**src/rtl/nand_host_pkg.sv**
```systemverilog
package nand_host_pkg;

    localparam logic [7:0] CMD_READ_SETUP   = 8'h00;
    localparam logic [7:0] CMD_READ_CONFIRM = 8'h30;
    localparam logic [7:0] CMD_CACHE_CONF   = 8'h31;
    localparam logic [7:0] CMD_CACHE_EXIT   = 8'h34;
    localparam logic [7:0] CMD_COPY_CONF    = 8'h35;
    localparam logic [7:0] CMD_RAND_OUT     = 8'h05;
    localparam logic [7:0] CMD_RAND_OUT_CF  = 8'he0;
    localparam logic [7:0] CMD_PROG_SETUP   = 8'h80;
    localparam logic [7:0] CMD_PROG_CONFIRM = 8'h10;
    localparam logic [7:0] CMD_RAND_IN      = 8'h85;
    localparam logic [7:0] CMD_READ_STATUS  = 8'h70;

    localparam int PAGE_BYTES = 2112;
    localparam int PAGE_WORDS = 1056;
    localparam int COL_W      = 12;
    localparam int ROW_W      = 17;
    localparam int MAX_PARTIAL = 4;

    localparam int STAT_FAIL_BIT  = 0;
    localparam int STAT_CTRL_BIT  = 5;
    localparam int STAT_CACHE_BIT = 6;

    localparam int STROBE_LOW_NS  = 20;
    localparam int STROBE_HIGH_NS = 20;
    localparam int CLK_NS         = 10;
    localparam int STROBE_LOW_CYC  = (STROBE_LOW_NS + CLK_NS - 1) / CLK_NS;
    localparam int STROBE_HIGH_CYC = (STROBE_HIGH_NS + CLK_NS - 1) / CLK_NS;

    typedef enum logic [3:0] {
        OP_READ       = 4'h0,
        OP_CACHE_READ = 4'h1,
        OP_CACHE_EXIT = 4'h2,
        OP_RAND_OUT   = 4'h3,
        OP_PROGRAM    = 4'h4,
        OP_RAND_IN    = 4'h5,
        OP_COPY_BACK  = 4'h6,
        OP_STATUS     = 4'h7
    } op_t;

    typedef struct packed {
        op_t              op;
        logic [COL_W-1:0] col;
        logic [ROW_W-1:0] row;
        logic [ROW_W-1:0] dst_row;
        logic [11:0]      count;
        logic             five_addr;
        logic             wide;
    } req_t;

    typedef struct packed {
        logic        cle;
        logic        ale;
        logic        we_n;
        logic        re_n;
        logic [15:0] dq_out;
        logic        dq_oe;
    } pins_t;

    typedef enum logic [1:0] {
        CYC_CMD  = 2'h0,
        CYC_ADDR = 2'h1,
        CYC_WR   = 2'h2,
        CYC_RD   = 2'h3
    } cyc_t;

endpackage

```
**src/rtl/nand_bus_cycle.sv**
```systemverilog
`timescale 1ns/1ns
module nand_bus_cycle
    import nand_host_pkg::*;
(
    input  wire logic        clock,
    input  wire logic        sys_rst,
    input  wire logic        start,
    input  nand_host_pkg::cyc_t kind,
    input  wire logic [15:0] wdata,
    input  wire logic [15:0] dq_sync,
    output logic             done,
    output logic [15:0]      rdata,
    output nand_host_pkg::pins_t pins
);
    // One strobed bus cycle: strobe low phase, then high phase.
    typedef enum logic [2:0] {
        B_IDLE = 3'b001,
        B_LOW  = 3'b010,
        B_HIGH = 3'b100
    } bst_t;

    bst_t         st_r, st_nxt;
    cyc_t         kind_r, kind_nxt;
    logic [15:0]  wd_r, wd_nxt, rd_r, rd_nxt;
    logic [3:0]   cnt_r, cnt_nxt;

    always_comb begin
        st_nxt   = st_r;
        kind_nxt = kind_r;
        wd_nxt   = wd_r;
        rd_nxt   = rd_r;
        cnt_nxt  = cnt_r;
        done     = 1'b0;
        unique case (st_r)
            B_IDLE: begin
                if (start) begin
                    st_nxt   = B_LOW;
                    kind_nxt = kind;
                    wd_nxt   = wdata;
                    cnt_nxt  = 4'(STROBE_LOW_CYC);
                end
            end
            B_LOW: begin
                cnt_nxt = cnt_r - 4'h1;
                if (cnt_r == 4'h1) begin
                    st_nxt  = B_HIGH;
                    cnt_nxt = 4'(STROBE_HIGH_CYC);
                end
            end
            B_HIGH: begin
                cnt_nxt = cnt_r - 4'h1;
                if (cnt_r == 4'(STROBE_HIGH_CYC) && kind_r == CYC_RD) begin
                    rd_nxt = dq_sync;
                end
                if (cnt_r == 4'h1) begin
                    st_nxt = B_IDLE;
                    done   = 1'b1;
                end
            end
        endcase
    end

    always_ff @(posedge clock) begin
        if (sys_rst) begin
            st_r   <= B_IDLE;
            kind_r <= CYC_CMD;
            wd_r   <= 16'h0000;
            rd_r   <= 16'h0000;
            cnt_r  <= 4'h0;
        end else begin
            st_r   <= st_nxt;
            kind_r <= kind_nxt;
            wd_r   <= wd_nxt;
            rd_r   <= rd_nxt;
            cnt_r  <= cnt_nxt;
        end
    end

    assign rdata       = rd_r;
    assign pins.cle    = (st_r != B_IDLE) && (kind_r == CYC_CMD);
    assign pins.ale    = (st_r != B_IDLE) && (kind_r == CYC_ADDR);
    assign pins.we_n   = !((st_r == B_LOW) && (kind_r != CYC_RD));
    assign pins.re_n   = !((st_r == B_LOW) && (kind_r == CYC_RD));
    assign pins.dq_out = wd_r;
    assign pins.dq_oe  = (st_r != B_IDLE) && (kind_r != CYC_RD);
endmodule

```
**src/rtl/nand_pin_sync.sv**
```systemverilog
`timescale 1ns/1ns
module nand_pin_sync #(
    parameter int W = 17
) (
    input  wire logic         clock,
    input  wire logic         sys_rst,
    input  wire logic [W-1:0] d,
    output logic [W-1:0]      q
);
    // Two-flop synchroniser for device pins.
    logic [W-1:0] s1_r, s2_r;

    always_ff @(posedge clock) begin
        if (sys_rst) begin
            s1_r <= '0;
            s2_r <= '0;
        end else begin
            s1_r <= d;
            s2_r <= s1_r;
        end
    end

    assign q = s2_r;
endmodule

```
**src/rtl/nand_page_op_sequencer.sv**
```systemverilog
`timescale 1ns/1ns
////////////////////////////////////////////////////////////////////////////////
// Function
// - Each read strobe returns next column word.
// - Cache read: setup, address, confirm 31h.
// - Cache read start column is zero.
// - Cache read ends with exit command.
// - At most four partial programs per page; the count restarts when a program request to another page completes in between (copy back leaves it).
// - Sequential input stays inside one block.
// - Program: setup, address, data, confirm.
// - Random input: 85h plus two column cycles.
// - Copy back: read source, wait, program target.
// - Copy back keeps top block bit equal.
// - Copy back failure read from status.
// - Read 00h/30h, cache 00h/31h, exit 34h.
// - Program 80h/10h, random input 85h, copy 35h.
// - Commands on low byte; random output 05h/E0h.
// - Two column cycles, then row cycles.
module nand_page_op_sequencer
    import nand_host_pkg::*;
#(
    parameter int PART_LIMIT = MAX_PARTIAL
) (
    input  wire logic            clock,
    input  wire logic            sys_rst,
    input  nand_host_pkg::req_t  req,
    input  wire logic            req_valid,
    output logic                 req_ready,
    output logic                 req_error,
    input  wire logic [15:0]     wr_data,
    input  wire logic            wr_valid,
    output logic                 wr_ready,
    output logic [15:0]          rd_data,
    output logic                 rd_valid,
    input  wire logic            rd_ready,
    output logic [7:0]           status,
    output logic                 status_valid,
    output logic                 busy,
    output nand_host_pkg::pins_t pins,
    input  wire logic [15:0]     dq_in,
    input  wire logic            ready_busy_n
);
    import nand_host_pkg::*;

    typedef enum logic [11:0] {
        S_IDLE   = 12'h001,
        S_CMD1   = 12'h002,
        S_ADDR   = 12'h004,
        S_CMD2   = 12'h008,
        S_WAIT   = 12'h010,
        S_DATA   = 12'h020,
        S_CMD3   = 12'h040,
        S_RADDR  = 12'h080,
        S_CMD4   = 12'h100,
        S_STCMD  = 12'h200,
        S_STRD   = 12'h400,
        S_DONE   = 12'h800
    } st_t;

    ////////////////////////////////////////////////////////////////////////////
    // Pin synchronisers.
    logic [16:0] pin_raw, pin_s;
    logic [15:0] dq_sync;
    logic        rb_sync;

    assign pin_raw = {ready_busy_n, dq_in};

    nand_pin_sync #(.W(17)) u_sync (
        .clock   (clock),
        .sys_rst (sys_rst),
        .d       (pin_raw),
        .q       (pin_s)
    );

    assign dq_sync = pin_s[15:0];
    assign rb_sync = pin_s[16];

    ////////////////////////////////////////////////////////////////////////////
    // Bus cycle engine.
    logic        cyc_start, cyc_done;
    cyc_t        cyc_kind;
    logic [15:0] cyc_wdata, cyc_rdata;

    nand_bus_cycle u_cyc (
        .clock   (clock),
        .sys_rst (sys_rst),
        .start   (cyc_start),
        .kind    (cyc_kind),
        .wdata   (cyc_wdata),
        .dq_sync (dq_sync),
        .done    (cyc_done),
        .rdata   (cyc_rdata),
        .pins    (pins)
    );

    ////////////////////////////////////////////////////////////////////////////
    // Sequencer state.
    st_t          st_r, st_nxt;
    req_t         rq_r, rq_nxt;
    logic [2:0]   idx_r, idx_nxt;
    logic [11:0]  cnt_r, cnt_nxt;
    logic         issued_r, issued_nxt;
    logic         cache_r, cache_nxt;
    logic [7:0]   stat_r, stat_nxt;
    logic         err_r, err_nxt;
    logic [15:0]  rdd_r, rdd_nxt;
    logic         rdv_r, rdv_nxt;
    logic [ROW_W-1:0] prow_r, prow_nxt;
    logic [2:0]   pcnt_r, pcnt_nxt;

    // Address byte n of a column/row pair; top byte carries the top block bit.
    function automatic logic [7:0] addr_byte(input logic [COL_W-1:0] c,
                                             input logic [ROW_W-1:0] r,
                                             input logic [2:0] n);
        logic [7:0] b;
        b = 8'h00;
        unique case (n)
            3'h0: b = c[7:0];
            3'h1: b = {4'h0, c[11:8]};
            3'h2: b = r[7:0];
            3'h3: b = r[15:8];
            default: b = {7'h00, r[16]};
        endcase
        return b;
    endfunction

    function automatic logic [2:0] addr_last(input logic five);
        return five ? 3'h4 : 3'h3;
    endfunction

    logic [ROW_W-1:0] cur_row;
    logic             is_prog;
    assign cur_row = (rq_r.op == OP_COPY_BACK && issued_r) ? rq_r.dst_row : rq_r.row;
    assign is_prog = (rq_r.op == OP_PROGRAM) || (rq_r.op == OP_COPY_BACK);

    always_comb begin
        st_nxt     = st_r;
        rq_nxt     = rq_r;
        idx_nxt    = idx_r;
        cnt_nxt    = cnt_r;
        issued_nxt = issued_r;
        cache_nxt  = cache_r;
        stat_nxt   = stat_r;
        err_nxt    = 1'b0;
        rdd_nxt    = rdd_r;
        rdv_nxt    = rdv_r && !rd_ready;
        prow_nxt   = prow_r;
        pcnt_nxt   = pcnt_r;
        cyc_start  = 1'b0;
        cyc_kind   = CYC_CMD;
        cyc_wdata  = 16'h0000;
        wr_ready   = 1'b0;
        unique case (st_r)
            S_IDLE: begin
                if (req_valid) begin
                    rq_nxt     = req;
                    idx_nxt    = 3'h0;
                    issued_nxt = 1'b0;
                    st_nxt     = S_CMD1;
                    if (req.op == OP_RAND_OUT && cache_r) begin
                        err_nxt = 1'b1;
                        st_nxt  = S_IDLE;
                    end
                    if (req.op == OP_CACHE_READ && req.col != '0) begin
                        err_nxt = 1'b1;
                        st_nxt  = S_IDLE;
                    end
                    if (req.op == OP_PROGRAM) begin
                        if (req.count == '0 || req.count > 12'(PAGE_BYTES)
                            || (req.wide && req.count > 12'(PAGE_WORDS))) begin
                            err_nxt = 1'b1;
                            st_nxt  = S_IDLE;
                        end else if (req.row == prow_r
                                     && pcnt_r >= 3'(PART_LIMIT)) begin
                            err_nxt = 1'b1;
                            st_nxt  = S_IDLE;
                        end
                    end
                    if (req.op == OP_COPY_BACK && req.five_addr
                        && req.row[ROW_W-1] != req.dst_row[ROW_W-1]) begin
                        err_nxt = 1'b1;
                        st_nxt  = S_IDLE;
                    end
                end
            end
            S_CMD1: begin
                cyc_start = 1'b1;
                cyc_kind  = CYC_CMD;
                unique case (rq_r.op)
                    OP_RAND_OUT:   cyc_wdata = {8'h00, CMD_RAND_OUT};
                    OP_PROGRAM:    cyc_wdata = {8'h00, CMD_PROG_SETUP};
                    OP_RAND_IN:    cyc_wdata = {8'h00, CMD_RAND_IN};
                    OP_CACHE_EXIT: cyc_wdata = {8'h00, CMD_CACHE_EXIT};
                    OP_STATUS:     cyc_wdata = {8'h00, CMD_READ_STATUS};
                    OP_COPY_BACK:  cyc_wdata = issued_r ? {8'h00, CMD_RAND_IN}
                                                        : {8'h00, CMD_READ_SETUP};
                    default:       cyc_wdata = {8'h00, CMD_READ_SETUP};
                endcase
                if (cyc_done) begin
                    cyc_start = 1'b0;
                    if (rq_r.op == OP_CACHE_EXIT) begin
                        cache_nxt = 1'b0;
                        cnt_nxt   = 12'h003;
                        st_nxt    = S_WAIT;
                    end else if (rq_r.op == OP_STATUS) begin
                        st_nxt = S_STRD;
                    end else begin
                        st_nxt = S_ADDR;
                    end
                end
            end
            S_ADDR: begin
                cyc_start = 1'b1;
                cyc_kind  = CYC_ADDR;
                cyc_wdata = {8'h00, addr_byte(rq_r.col, cur_row, idx_r)};
                if (cyc_done) begin
                    cyc_start = 1'b0;
                    idx_nxt   = idx_r + 3'h1;
                    if (rq_r.op == OP_RAND_OUT || rq_r.op == OP_RAND_IN) begin
                        if (idx_r == 3'h1) begin
                            st_nxt = (rq_r.op == OP_RAND_IN) ? S_DATA : S_CMD2;
                        end
                    end else if (idx_r == addr_last(rq_r.five_addr)) begin
                        st_nxt = (rq_r.op == OP_PROGRAM
                                  || (rq_r.op == OP_COPY_BACK && issued_r))
                                 ? S_DATA : S_CMD2;
                    end
                    cnt_nxt = rq_r.count;
                end
            end
            S_DATA: begin
                if (cnt_r == '0) begin
                    st_nxt = is_prog ? S_CMD2 : S_DONE;
                end else begin
                    wr_ready  = cyc_done;
                    cyc_start = wr_valid && !cyc_done;
                    cyc_kind  = CYC_WR;
                    cyc_wdata = wr_data;
                    if (cyc_done) begin
                        cnt_nxt = cnt_r - 12'h001;
                    end
                end
            end
            S_CMD2: begin
                cyc_start = 1'b1;
                cyc_kind  = CYC_CMD;
                unique case (rq_r.op)
                    OP_RAND_OUT:   cyc_wdata = {8'h00, CMD_RAND_OUT_CF};
                    OP_CACHE_READ: cyc_wdata = {8'h00, CMD_CACHE_CONF};
                    OP_PROGRAM:    cyc_wdata = {8'h00, CMD_PROG_CONFIRM};
                    OP_COPY_BACK:  cyc_wdata = issued_r ? {8'h00, CMD_PROG_CONFIRM}
                                                        : {8'h00, CMD_COPY_CONF};
                    default:       cyc_wdata = {8'h00, CMD_READ_CONFIRM};
                endcase
                if (cyc_done) begin
                    cyc_start = 1'b0;
                    cnt_nxt   = 12'h003;
                    if (rq_r.op == OP_CACHE_READ) begin
                        cache_nxt = 1'b1;
                    end
                    st_nxt = (rq_r.op == OP_RAND_OUT) ? S_CMD3 : S_WAIT;
                end
            end
            S_WAIT: begin
                // Allow the device time to drop its busy line before watching it.
                if (cnt_r != '0) begin
                    cnt_nxt = cnt_r - 12'h001;
                end else if (rb_sync) begin
                    if (rq_r.op == OP_COPY_BACK && !issued_r) begin
                        issued_nxt = 1'b1;
                        idx_nxt    = 3'h0;
                        cnt_nxt    = '0;
                        st_nxt     = S_CMD1;
                    end else if (is_prog) begin
                        st_nxt = S_STCMD;
                    end else begin
                        st_nxt = S_CMD3;
                    end
                end
            end
            S_CMD3: begin
                cnt_nxt = rq_r.count;
                st_nxt  = S_CMD4;
                if (rq_r.op == OP_CACHE_EXIT) begin
                    st_nxt = S_DONE;
                end
            end
            S_CMD4: begin
                if (cnt_r == '0) begin
                    st_nxt = S_DONE;
                end else if (!rdv_r || rd_ready) begin
                    cyc_start = !cyc_done;
                    cyc_kind  = CYC_RD;
                    if (cyc_done) begin
                        cyc_start = 1'b0;
                        rdd_nxt   = cyc_rdata;
                        rdv_nxt   = 1'b1;
                        cnt_nxt   = cnt_r - 12'h001;
                    end
                end
            end
            S_STCMD: begin
                cyc_start = 1'b1;
                cyc_kind  = CYC_CMD;
                cyc_wdata = {8'h00, CMD_READ_STATUS};
                if (cyc_done) begin
                    cyc_start = 1'b0;
                    st_nxt    = S_STRD;
                end
            end
            S_STRD: begin
                cyc_start = !cyc_done;
                cyc_kind  = CYC_RD;
                if (cyc_done) begin
                    cyc_start = 1'b0;
                    stat_nxt  = cyc_rdata[7:0];
                    if (rq_r.op == OP_PROGRAM) begin
                        pcnt_nxt = (rq_r.row == prow_r) ? pcnt_r + 3'h1 : 3'h1;
                        prow_nxt = rq_r.row;
                    end
                    st_nxt = S_DONE;
                end
            end
            S_DONE: begin
                st_nxt = S_IDLE;
            end
            default: begin
                st_nxt = S_IDLE;
            end
        endcase
    end

    always_ff @(posedge clock) begin
        if (sys_rst) begin
            st_r     <= S_IDLE;
            rq_r     <= '0;
            idx_r    <= 3'h0;
            cnt_r    <= 12'h000;
            issued_r <= 1'b0;
            cache_r  <= 1'b0;
            stat_r   <= 8'h00;
            err_r    <= 1'b0;
            rdd_r    <= 16'h0000;
            rdv_r    <= 1'b0;
            prow_r   <= '1;
            pcnt_r   <= 3'h0;
        end else begin
            st_r     <= st_nxt;
            rq_r     <= rq_nxt;
            idx_r    <= idx_nxt;
            cnt_r    <= cnt_nxt;
            issued_r <= issued_nxt;
            cache_r  <= cache_nxt;
            stat_r   <= stat_nxt;
            err_r    <= err_nxt;
            rdd_r    <= rdd_nxt;
            rdv_r    <= rdv_nxt;
            prow_r   <= prow_nxt;
            pcnt_r   <= pcnt_nxt;
        end
    end

    assign req_ready    = (st_r == S_IDLE);
    assign req_error    = err_r;
    assign rd_data      = rdd_r;
    assign rd_valid     = rdv_r;
    assign status       = stat_r;
    assign status_valid = (st_r == S_DONE) && (rq_r.op == OP_STATUS || is_prog);
    assign busy         = (st_r != S_IDLE);
endmodule

```
**config.mk**
```make
export PLATFORM = sky130hd
export DESIGN_NAME = nand_page_op_sequencer
export DESIGN_NICKNAME = d
export VERILOG_FILES = /design/src/rtl/nand_host_pkg.sv /design/src/rtl/nand_bus_cycle.sv /design/src/rtl/nand_pin_sync.sv /design/src/rtl/nand_page_op_sequencer.sv
export SDC_FILE = /design/constraint.sdc
export NUM_CORES = 1
export LEC_CHECK = 0
export ABC_AREA = 1
export ABC_CLOCK_PERIOD_IN_PS = 4100
export CAP_MARGIN = 20
export CORE_MARGIN = 2
export CORE_UTILIZATION = 30
export DETAILED_ROUTE_END_ITERATION = 10
export DONT_BUFFER_PORTS = 1
export PLACE_DENSITY = 0.42
export SETUP_SLACK_MARGIN = 0.1
export SLEW_MARGIN = 5
export SYNTH_ARGS = -nofsm -noshare
export SYNTH_HDL_FRONTEND = slang
export SYNTH_SLANG_ARGS = --single-unit
```
**constraint.sdc**
```tcl
create_clock -name clock -period 4.1 [get_ports clock]
set_clock_uncertainty 0.05 [all_clocks]
set_input_delay 0.205 -clock clock [delete_from_list [all_inputs] [get_ports clock]]
set_output_delay 0.205 -clock clock [all_outputs]
set_load 0.03 [all_outputs]
```
[After elaboration in Yosys (flattened, before gate mapping)]
Cells that the tools add are included.
Cells by class
  $add $sub $neg: 4
  $lt $le $gt $ge: 3
  eq/ne operators: 62
  multiplexer cells: 98
  bitwise gates (word level): 3
  reduce and logical (&&, ||, !) cells: 54
Operators with widths (number)
  12-bit two-way mux: 31
  12-bit case mux with 10 select lines: 1
  12-bit case mux with 7 select lines: 1
  16-bit case mux with 5 select lines: 1
  8-bit case mux with 4 select lines: 2
  8-bit case mux with 6 select lines: 1
  17-bit equality test: 2
  2-bit inequality test, second input constant: 17
  3-bit two-way mux: 10
  1-bit two-way mux: 27
  4-bit by 3-bit equality test with 1-bit output, second input constant: 6
  12-bit zero test: 2
  12-bit nonzero test: 2
  11-bit two-way mux: 2
  10-bit two-way mux: 2
  6-bit two-way mux: 3
  3-bit case mux with 3 select lines: 2
  1-bit logical AND: 17
  17-bit two-way mux: 1
  4-bit by 2-bit equality test with 1-bit output, second input constant: 4
  16-bit two-way mux: 1
  12-bit by 1-bit equality test with 1-bit output, second input constant: 1
  12-bit by 10-bit equality test with 1-bit output, second input constant: 1
  12-bit by 11-bit equality test with 1-bit output, second input constant: 1
  other kinds (52): 86
Storage, ports and cells
  flip-flop bits (word level): 213
  bits of input ports: 102
  output and inout bits: 51
  word-level logic and storage cells: 248

[Depth between registers and ports, before layout]
Gate-level depths: netlist of the first run.
  depth in word-level cells: 10
  mapped depth: 14
  mapped depth without buffers: 14

[Cells and area by module]
Synthesis of the first run repeated with hierarchy kept, for this count alone.
Second synthesis, totals
  cell total of the unflattened synthesis: 1429
  area total of the unflattened synthesis: 10065.9 um2
Modules (own cells, without submodules)
  nand_page_op_sequencer: instances 1, cells each 1096, area an instance 7374.6 um2, sequential area each 2742.6 um2
  nand_bus_cycle: instances 1, cells each 227, area an instance 1705.4 um2, sequential area each 820.8 um2
  nand_pin_sync: instances 1, cells each 106, area an instance 985.9 um2, sequential area each 680.7 um2

[Worst setup path after synthesis of the first run]
OpenSTA, ideal clock, no wires.
  kind: register to register
  start point: register st_r[9]
  end point: register rq_r[10] in the netlist's numbering
  setup time: 0.128 ns
  arrival: 1.970 ns
  data required time: 3.922 ns
  setup slack: 1.952 ns
  cell stages (with the launch flop): 11
  buffers on the path: 2
  period minus slack after synthesis: 2.148 ns
  path through: dfxtp_1 -> nor2_4 -> nand2_4 -> nor2_4 -> nand2_1 -> inv_1 -> nand2_1 -> buf_2 -> clkbuf_1 -> o21ai_0 -> a21oi_1
Between the ends
  longest elaborated chain between the ends: 2
Ends and longest elaborated chain
  start, declared: line nand_page_op_sequencer.sv:98  | st_t st_r, st_nxt;
  start signal, assigned: line nand_page_op_sequencer.sv:348  | st_r <= st_nxt;
  12-bit by 1-bit equality test with 1-bit output
  net req_ready: line nand_page_op_sequencer.sv:28  | output logic req_ready,
  2-bit AND reduction (no line)
  end signal, assigned: line nand_page_op_sequencer.sv:349  | rq_r <= rq_nxt;
  end, declared: line nand_page_op_sequencer.sv:99  | req_t rq_r, rq_nxt;
The timed path passes the listed nets, and every way through them passes these cells.
A chain may end at the register's enable or synchronous reset.

[Worst setup path in the final report of the first run]
  start point: register cnt_r[0]
  end point: output port wr_ready
Between the ends
  longest elaborated chain between the ends: 3
Ends and longest elaborated chain
  start, declared: line nand_page_op_sequencer.sv:101  | logic [11:0] cnt_r, cnt_nxt;
  start signal, assigned: line nand_page_op_sequencer.sv:351  | cnt_r <= cnt_nxt;
  12-bit zero test: line nand_page_op_sequencer.sv:232  | if (cnt_r == '0) begin
  1-bit two-way mux: line nand_page_op_sequencer.sv:232
  1-bit two-way mux: line nand_page_op_sequencer.sv:153  | unique case (st_r)
  end, declared: line nand_page_op_sequencer.sv:32  | output logic wr_ready,
Every way passes these cells.

==> impl_metrics.toml, run 1 <==
[synthesis]
ys_types = 45
syn-num-nets = 1555
synth_area_sq_um = 10100
synth_edf_count = 0
syn_inst = 1443
ys_ff_latch = 212
yosys_warnings = 0
ys_seq_area_frac = 0.422
syn_area_per_cell_sq_um = 6.97
async_reset_ff_frac = 0
synthFlopType = "dfxtp_1"

[min_path]
min_from = "sys_rst"
hold_depth = 2
hp-class = "input pin to flip-flop"
min_to = "st_r[0]"

[cts]
cts_tree = "built"
clk_pin_slew_ns = 0.06
post_cts_buffers = 0
cts_buffer_depth = 3
cts_sinks = 212
clk_latency_ns = 0.53
cts_max_level = 1
root_buffer = "clkbuf_16"
numCtsBuffers = 26

[finish]
fin_area_sq_um = 12400
final_common_cell = "nand2_1"
fin_nets = 1635
fillerInstances = 3594
antenna-diode-count = 0
layout.cells.non_filler = 1988
final_cell_mix = "nand2_1 (249), inv_1 (232), dfxtp_1 (212)"
drive_above_1_share = 0.0701
syn2layout_area_growth_pct = 22.9

[timing]
grt_setup_unrepaired = "no"
hold_slack_ns = 0.00715
period_share = 0.671
final.setup.tns_ns = 0
max_freq_ghz = 0.363
worst_pin_slew_ns = 0.921
max_slew_margin = 0.381
setup_viol = 0
hold_viol = 0
finalWorstPathRequiredPeriod_ns = 2.75
slew_viol_final = 0

[route]
drc = 0
wl_um = 30600
ant_nets = 0
firstDrtPassIters = 5
wl_per_cell_um = 15.4
num_vias = 9218
via_per_inst = 4.64
drtIter0Drc = 536

[global_routing]
track_usage = 0.173
grt_pass1_vias = 8924
antenna_found_initial = 0
grt_start_max_net_pins = 91
grt_pass1_wl_um = 48800
overflow = 0

[pwr]
peakVddDrop_mv = 0.325
p_leak_nw = 5.36
p_total_mw = 7.08
powerDensity_nw_per_um2 = 573

[worst_setup_path]
critPathKind = "flip-flop to primary output"
crit_buf_inv = 1
path_common_cell = "nand2_2"
worstReg2RegStart = "st_r[4]"
start_kind = "flip-flop"
cp_max_fo = 16
cp.arrival_ns = 2.50
cp_top_family = "simple AND/OR/NAND/NOR gates"
r2r-end = "rq_r[55]"
endpoint_kind = "primary output"
worst-endpoint-required_ns = 3.85
crit_slowest_cell = "nor2_1"
critical-path-max-stage-delay_ns = 0.55
rr_worst_depth = 10
path_cells = "inv_1 > ha_1 > nand2_1 > nor2_2 > nand2_2 > nand2_2 > nor2_1"
reg2reg_slack_ns = 1.45

[floorplanning]
fp.dieW_um = 187
die_height_um = 187
fp-row-count = 67
start_util = 0.302
core_sq_um = 33300
ioPinCount = 153
die_area_sq_um = 35000

[run]
drv_cap = 0

[placed_design]
portBuffers = 0
placed_cells = 1846
dpl.hpwl_um = 22100
gp_congestion = 0.842
placed_area_sq_um = 10500

[run_status]
outcome = "completed"
[Yosys cell counts, types with 11 or more instances]
| cell type | n | area (sq um) |
|---|---|---|
| nand2_1 | 250 | 938 |
| inv_1 | 233 | 875 |
| dfxtp_1 | 212 | 4240 |
| a21oi_1 | 151 | 756 |
| nor2_1 | 145 | 544 |
| o21ai_0 | 131 | 656 |
| nand3_1 | 71 | 355 |
| clkbuf_1 | 42 | 158 |
| o21ai_1 | 22 | 110 |
| nand4_1 | 18 | 113 |
| nor3_1 | 17 | 85.1 |
| xor2_1 | 16 | 140 |
| inv_2 | 11 | 41.3 |
| xnor2_1 | 11 | 96.3 |
[where the power goes]
| group | total, mW | internal, mW | leakage (nW) | switching (mW) |
|---|---|---|---|---|
| registers | 2.61 | 2.38 | 1.73 | 0.228 |
| clock network | 2.33 | 1.46 | 0.439 | 0.868 |
| logic | 2.14 | 0.664 | 3.19 | 1.47 |
| total | 7.08 | 4.51 | 5.36 | 2.57 |
[repair_timing]
action	4_1_cts	5_1_grt
endpoints found under the hold margin	153	0
gates resized for setup	0	0
endpoints found under the setup margin	0	0
hold buffers	97	0
[cell families (layout without fill, tap and decap cells)]
logic type / Yosys count / after routing / synth area share
and+or+nand+nor: 554 / 554 / 0.247
adders and majority gates: 10 / 10 / 0.0124
buffers and inverters: 299 / 396 / 0.115
xor gates and xnor gates: 27 / 27 / 0.0235
DFF: 212 / 212 / 0.422
AOI/OAI and AO/OA: 341 / 341 / 0.180
[how the worst max path moves through the flow]
stage / from / endpoint / slack [ns] / cells after the start
after floorplan: st_r[9] / rq_r[10] / 1.95 / 10
after global placement: st_r[4] / rq_r[16] / 1.53 / 10
after detailed placement: st_r[4] / rq_r[55] / 1.48 / 10
after CTS: cnt_r[0] / wr_ready / 1.32 / 7
after global routing: st_r[4] / rq_r[55] / 1.20 / 10
final: cnt_r[0] / wr_ready / 1.35 / 7
[per-stage QoR]
step | util | setup slack, ns
6_report | 0.371 | 1.35
2_1_floorplan | - | 1.95
3_5_place_dp | 0.315 | 1.48
5_1_grt | 0.371 | 1.20
4_1_cts | 0.371 | 1.32
3_3_place_gp | 0.315 | 1.53
[layout make-up]
type                    instances  area [sq um]  share of cell area
multi-input cells             932          4680               0.379
flip-flops and latches        212          4240               0.344
clock inverters                 6          80.1             0.00648
clock buffers                  39           801              0.0648
well taps                     448           561              0.0454
repair buffers                106          1070              0.0865
inverters                     245           922              0.0746
[worst register-to-register path, stage by stage, from the launching register on]
cell and delay (ns):
dfxtp_1 0.32, nor2_1 0.16, nand2_2 0.13, nor2_4 0.19
nand2_1 0.40, inv_1 0.15, buf_4 0.22, nand2_4 0.31
buf_4 0.35, o21ai_0 0.21, a21oi_1 0.06
[per-layer routing]
layer | global-route usage | wire (um) | up-vias
met4 | 0.0394 | 554 | 0
met1 | 0.246 | 15100 | 4227
met2 | 0.273 | 13400 | 168
met5 | 0 | 0 | -
li1 | - | - | 4783
met3 | 0.0295 | 1530 | 40
[state kept, by name, summed over array words and instances, names as in the netlist, 2 cells and up]
signal        flops
u_cyc.wd_r       16
u_cyc.rdata      16
u_cyc.kind_r      2
rd_data          16
u_cyc.cnt_r       4
cnt_r            12
prow_r           17
pcnt_r            3
rq_r             63
u_sync.q         17
status            8
idx_r             3
st_r             11
u_cyc.st_r        3
u_sync.s1_r      17
(Power assumes the default switching activity.)
==> run 2, diff against run 1 <==
Settings changed: ABC_CLOCK_PERIOD_IN_PS 4100 to 2400, PLACE_DENSITY 0.42 to 0.43.
Clock period 4.1 ns to 2.4 ns, I/O delays scaled along.
==> run 2 against run 1 <==
Total power rose by 75%. Global-route usage grew 0.40 points. Flip-flop and latch count unchanged. Sequential power is 71% higher. Setup slack got worse by 1.1 ns.
==> impl_metrics.toml, run 2 (synthesized netlist as in run 1, its figures left out) <==
[worst_setup_path]
start_kind = "flip-flop"
cp.arrival_ns = 2.50
reg2reg_slack_ns = 0.26
rr_worst_depth = 13
r2r-end = "cnt_r[5]"
worst-endpoint-required_ns = 2.76
endpoint_kind = "flip-flop"
worstReg2RegStart = "st_r[4]"
critPathKind = "flip-flop to flip-flop"
cp_max_fo = 10

[timing]
period_share = 0.892
final.setup.tns_ns = 0
finalWorstPathRequiredPeriod_ns = 2.14
grt_setup_unrepaired = "yes"
setup_ws_ns = 0.258
setup_viol = 0
worst_pin_slew_ns = 0.413
max_freq_ghz = 0.467
max_slew_margin = 0.724
hold_viol = 0
slew_viol_final = 0
hold_slack_ns = 0.0317

[finish]
regMostFlops = "rq_r"
fillerInstances = 3636
layout.cells.non_filler = 2040
fin_area_sq_um = 12800
final_cell_mix = "nand2_1 (246), inv_1 (231), dfxtp_1 (212)"
fin_util = 0.386
antenna-diode-count = 0
fin_nets = 1685
largest_reg_flops = 63
drive_above_1_share = 0.0911
syn2layout_area_growth_pct = 27.7
final_common_cell = "nand2_1"

[pwr]
p_total_mw = 12.4
peakVddDrop_mv = 0.485
p_comb_frac = 0.317
p_int_mw = 7.79
pwr-share-seq = 0.360
clockPowerShare = 0.323
p_leak_nw = 5.65
powerDensity_nw_per_um2 = 965
sw_frac_of_total = 0.371
switchingPower_mw = 4.60

[route]
drc = 0
wl_um = 31200
wl_per_cell_um = 15.3
via_per_inst = 4.61
num_vias = 9396
drtIter0Drc = 485
firstDrtPassIters = 5
ant_nets = 0

[global_routing]
grt_pass1_vias = 8979
grt_start_max_net_pins = 68
overflow = 0
track_usage = 0.177
grt_pass1_wl_um = 49800
antenna_found_initial = 0

[placed_design]
placed_area_sq_um = 10700
pre_cts_slack_ns = 0.162
dpl.hpwl_um = 22000
gp_congestion = 0.836
portBuffers = 0
placed_cells = 1871

[floorplanning]
ioPinCount = 153
start_util = 0.302
die_area_sq_um = 35000
die_height_um = 187
fp-row-count = 67
fp.dieW_um = 187
core_sq_um = 33300

[cts]
root_buffer = "clkbuf_16"
cts_buffer_depth = 3
cts_max_level = 1
cts_tree = "built"
clk_pin_slew_ns = 0.06
cts_sinks = 212
clk_latency_ns = 0.54
numCtsBuffers = 27

[min_path]
min_to = "u_cyc.wd_r[0]"
min_from = "wr_valid"
hold_depth = 4
hp-class = "input pin to flip-flop"

[run_status]
outcome = "completed"

[run]
drv_cap = 0
[run 2: cell types whose count changed in the layout (fill, tap and decap cells not counted), sizes merged]
cell,change
dlygate4sd3,+20
clkbuf,-2
clkinvlp,+5
buf,+29
[run 2: timing repair]
item                                    CTS  global route
endpoints found under the setup margin    0            44
hold endpoints to repair                156             0
resized for setup                         0            14
hold buffers                            117             0
setup buffers                             0             4
[run 2: cell type report]
type	instances	area (sq um)	area share
clock buffers	37	753	0.0587
clock inverters	11	119	0.00926
inverters	245	926	0.0721
multi-input cells	932	4730	0.368
flip-flops and latches	212	4240	0.331
well taps	448	561	0.0437
repair buffers	155	1510	0.118
[run 2: worst max-delay path by stage]
stage               startpoint       end  slack [ns]
floorplan              st_r[9]  rq_r[10]        0.25
global placement      cnt_r[0]  cnt_r[5]        0.19
detailed placement    cnt_r[0]  cnt_r[5]        0.16
CTS                   cnt_r[0]  cnt_r[5]        0.10
global route           st_r[4]  cnt_r[5]        0.06
finish                 st_r[4]  cnt_r[5]        0.26
[run 2: metal layers]
| layer | vias to the layer above | global-route usage | wire length [um] |
|---|---|---|---|
| met1 | 4284 | 0.250 | 15400 |
| met3 | 33 | 0.0313 | 1540 |
| met5 | - | 0 | 0 |
| met2 | 186 | 0.282 | 13800 |
| li1 | 4893 | - | - |
| met4 | 0 | 0.0382 | 441 |
[run 2: power groups by stage]
stage	logic [mW]	registers, mW	clock network, mW
5_1_grt	4.43	4.53	4.28
3_3_place_gp	3.65	4.53	0
6_report	3.93	4.46	4.01
2_1_floorplan	2.65	4.43	0
3_5_place_dp	3.64	4.53	0
4_1_cts	3.83	4.46	4.14
[run 2: worst max-delay path, cell delays in order, from the launching register on]
cell and delay (ns):
dfxtp_1 0.35, nor2_1 0.18, nand2_2 0.13, nor2_4 0.18, nand2_4 0.16, nand2_8 0.15
inv_4 0.07, nand4_1 0.08, nand2_1 0.10, nor2_4 0.18, buf_4 0.19, nand2_1 0.06
o21ai_1 0.07, nor2_1 0.04
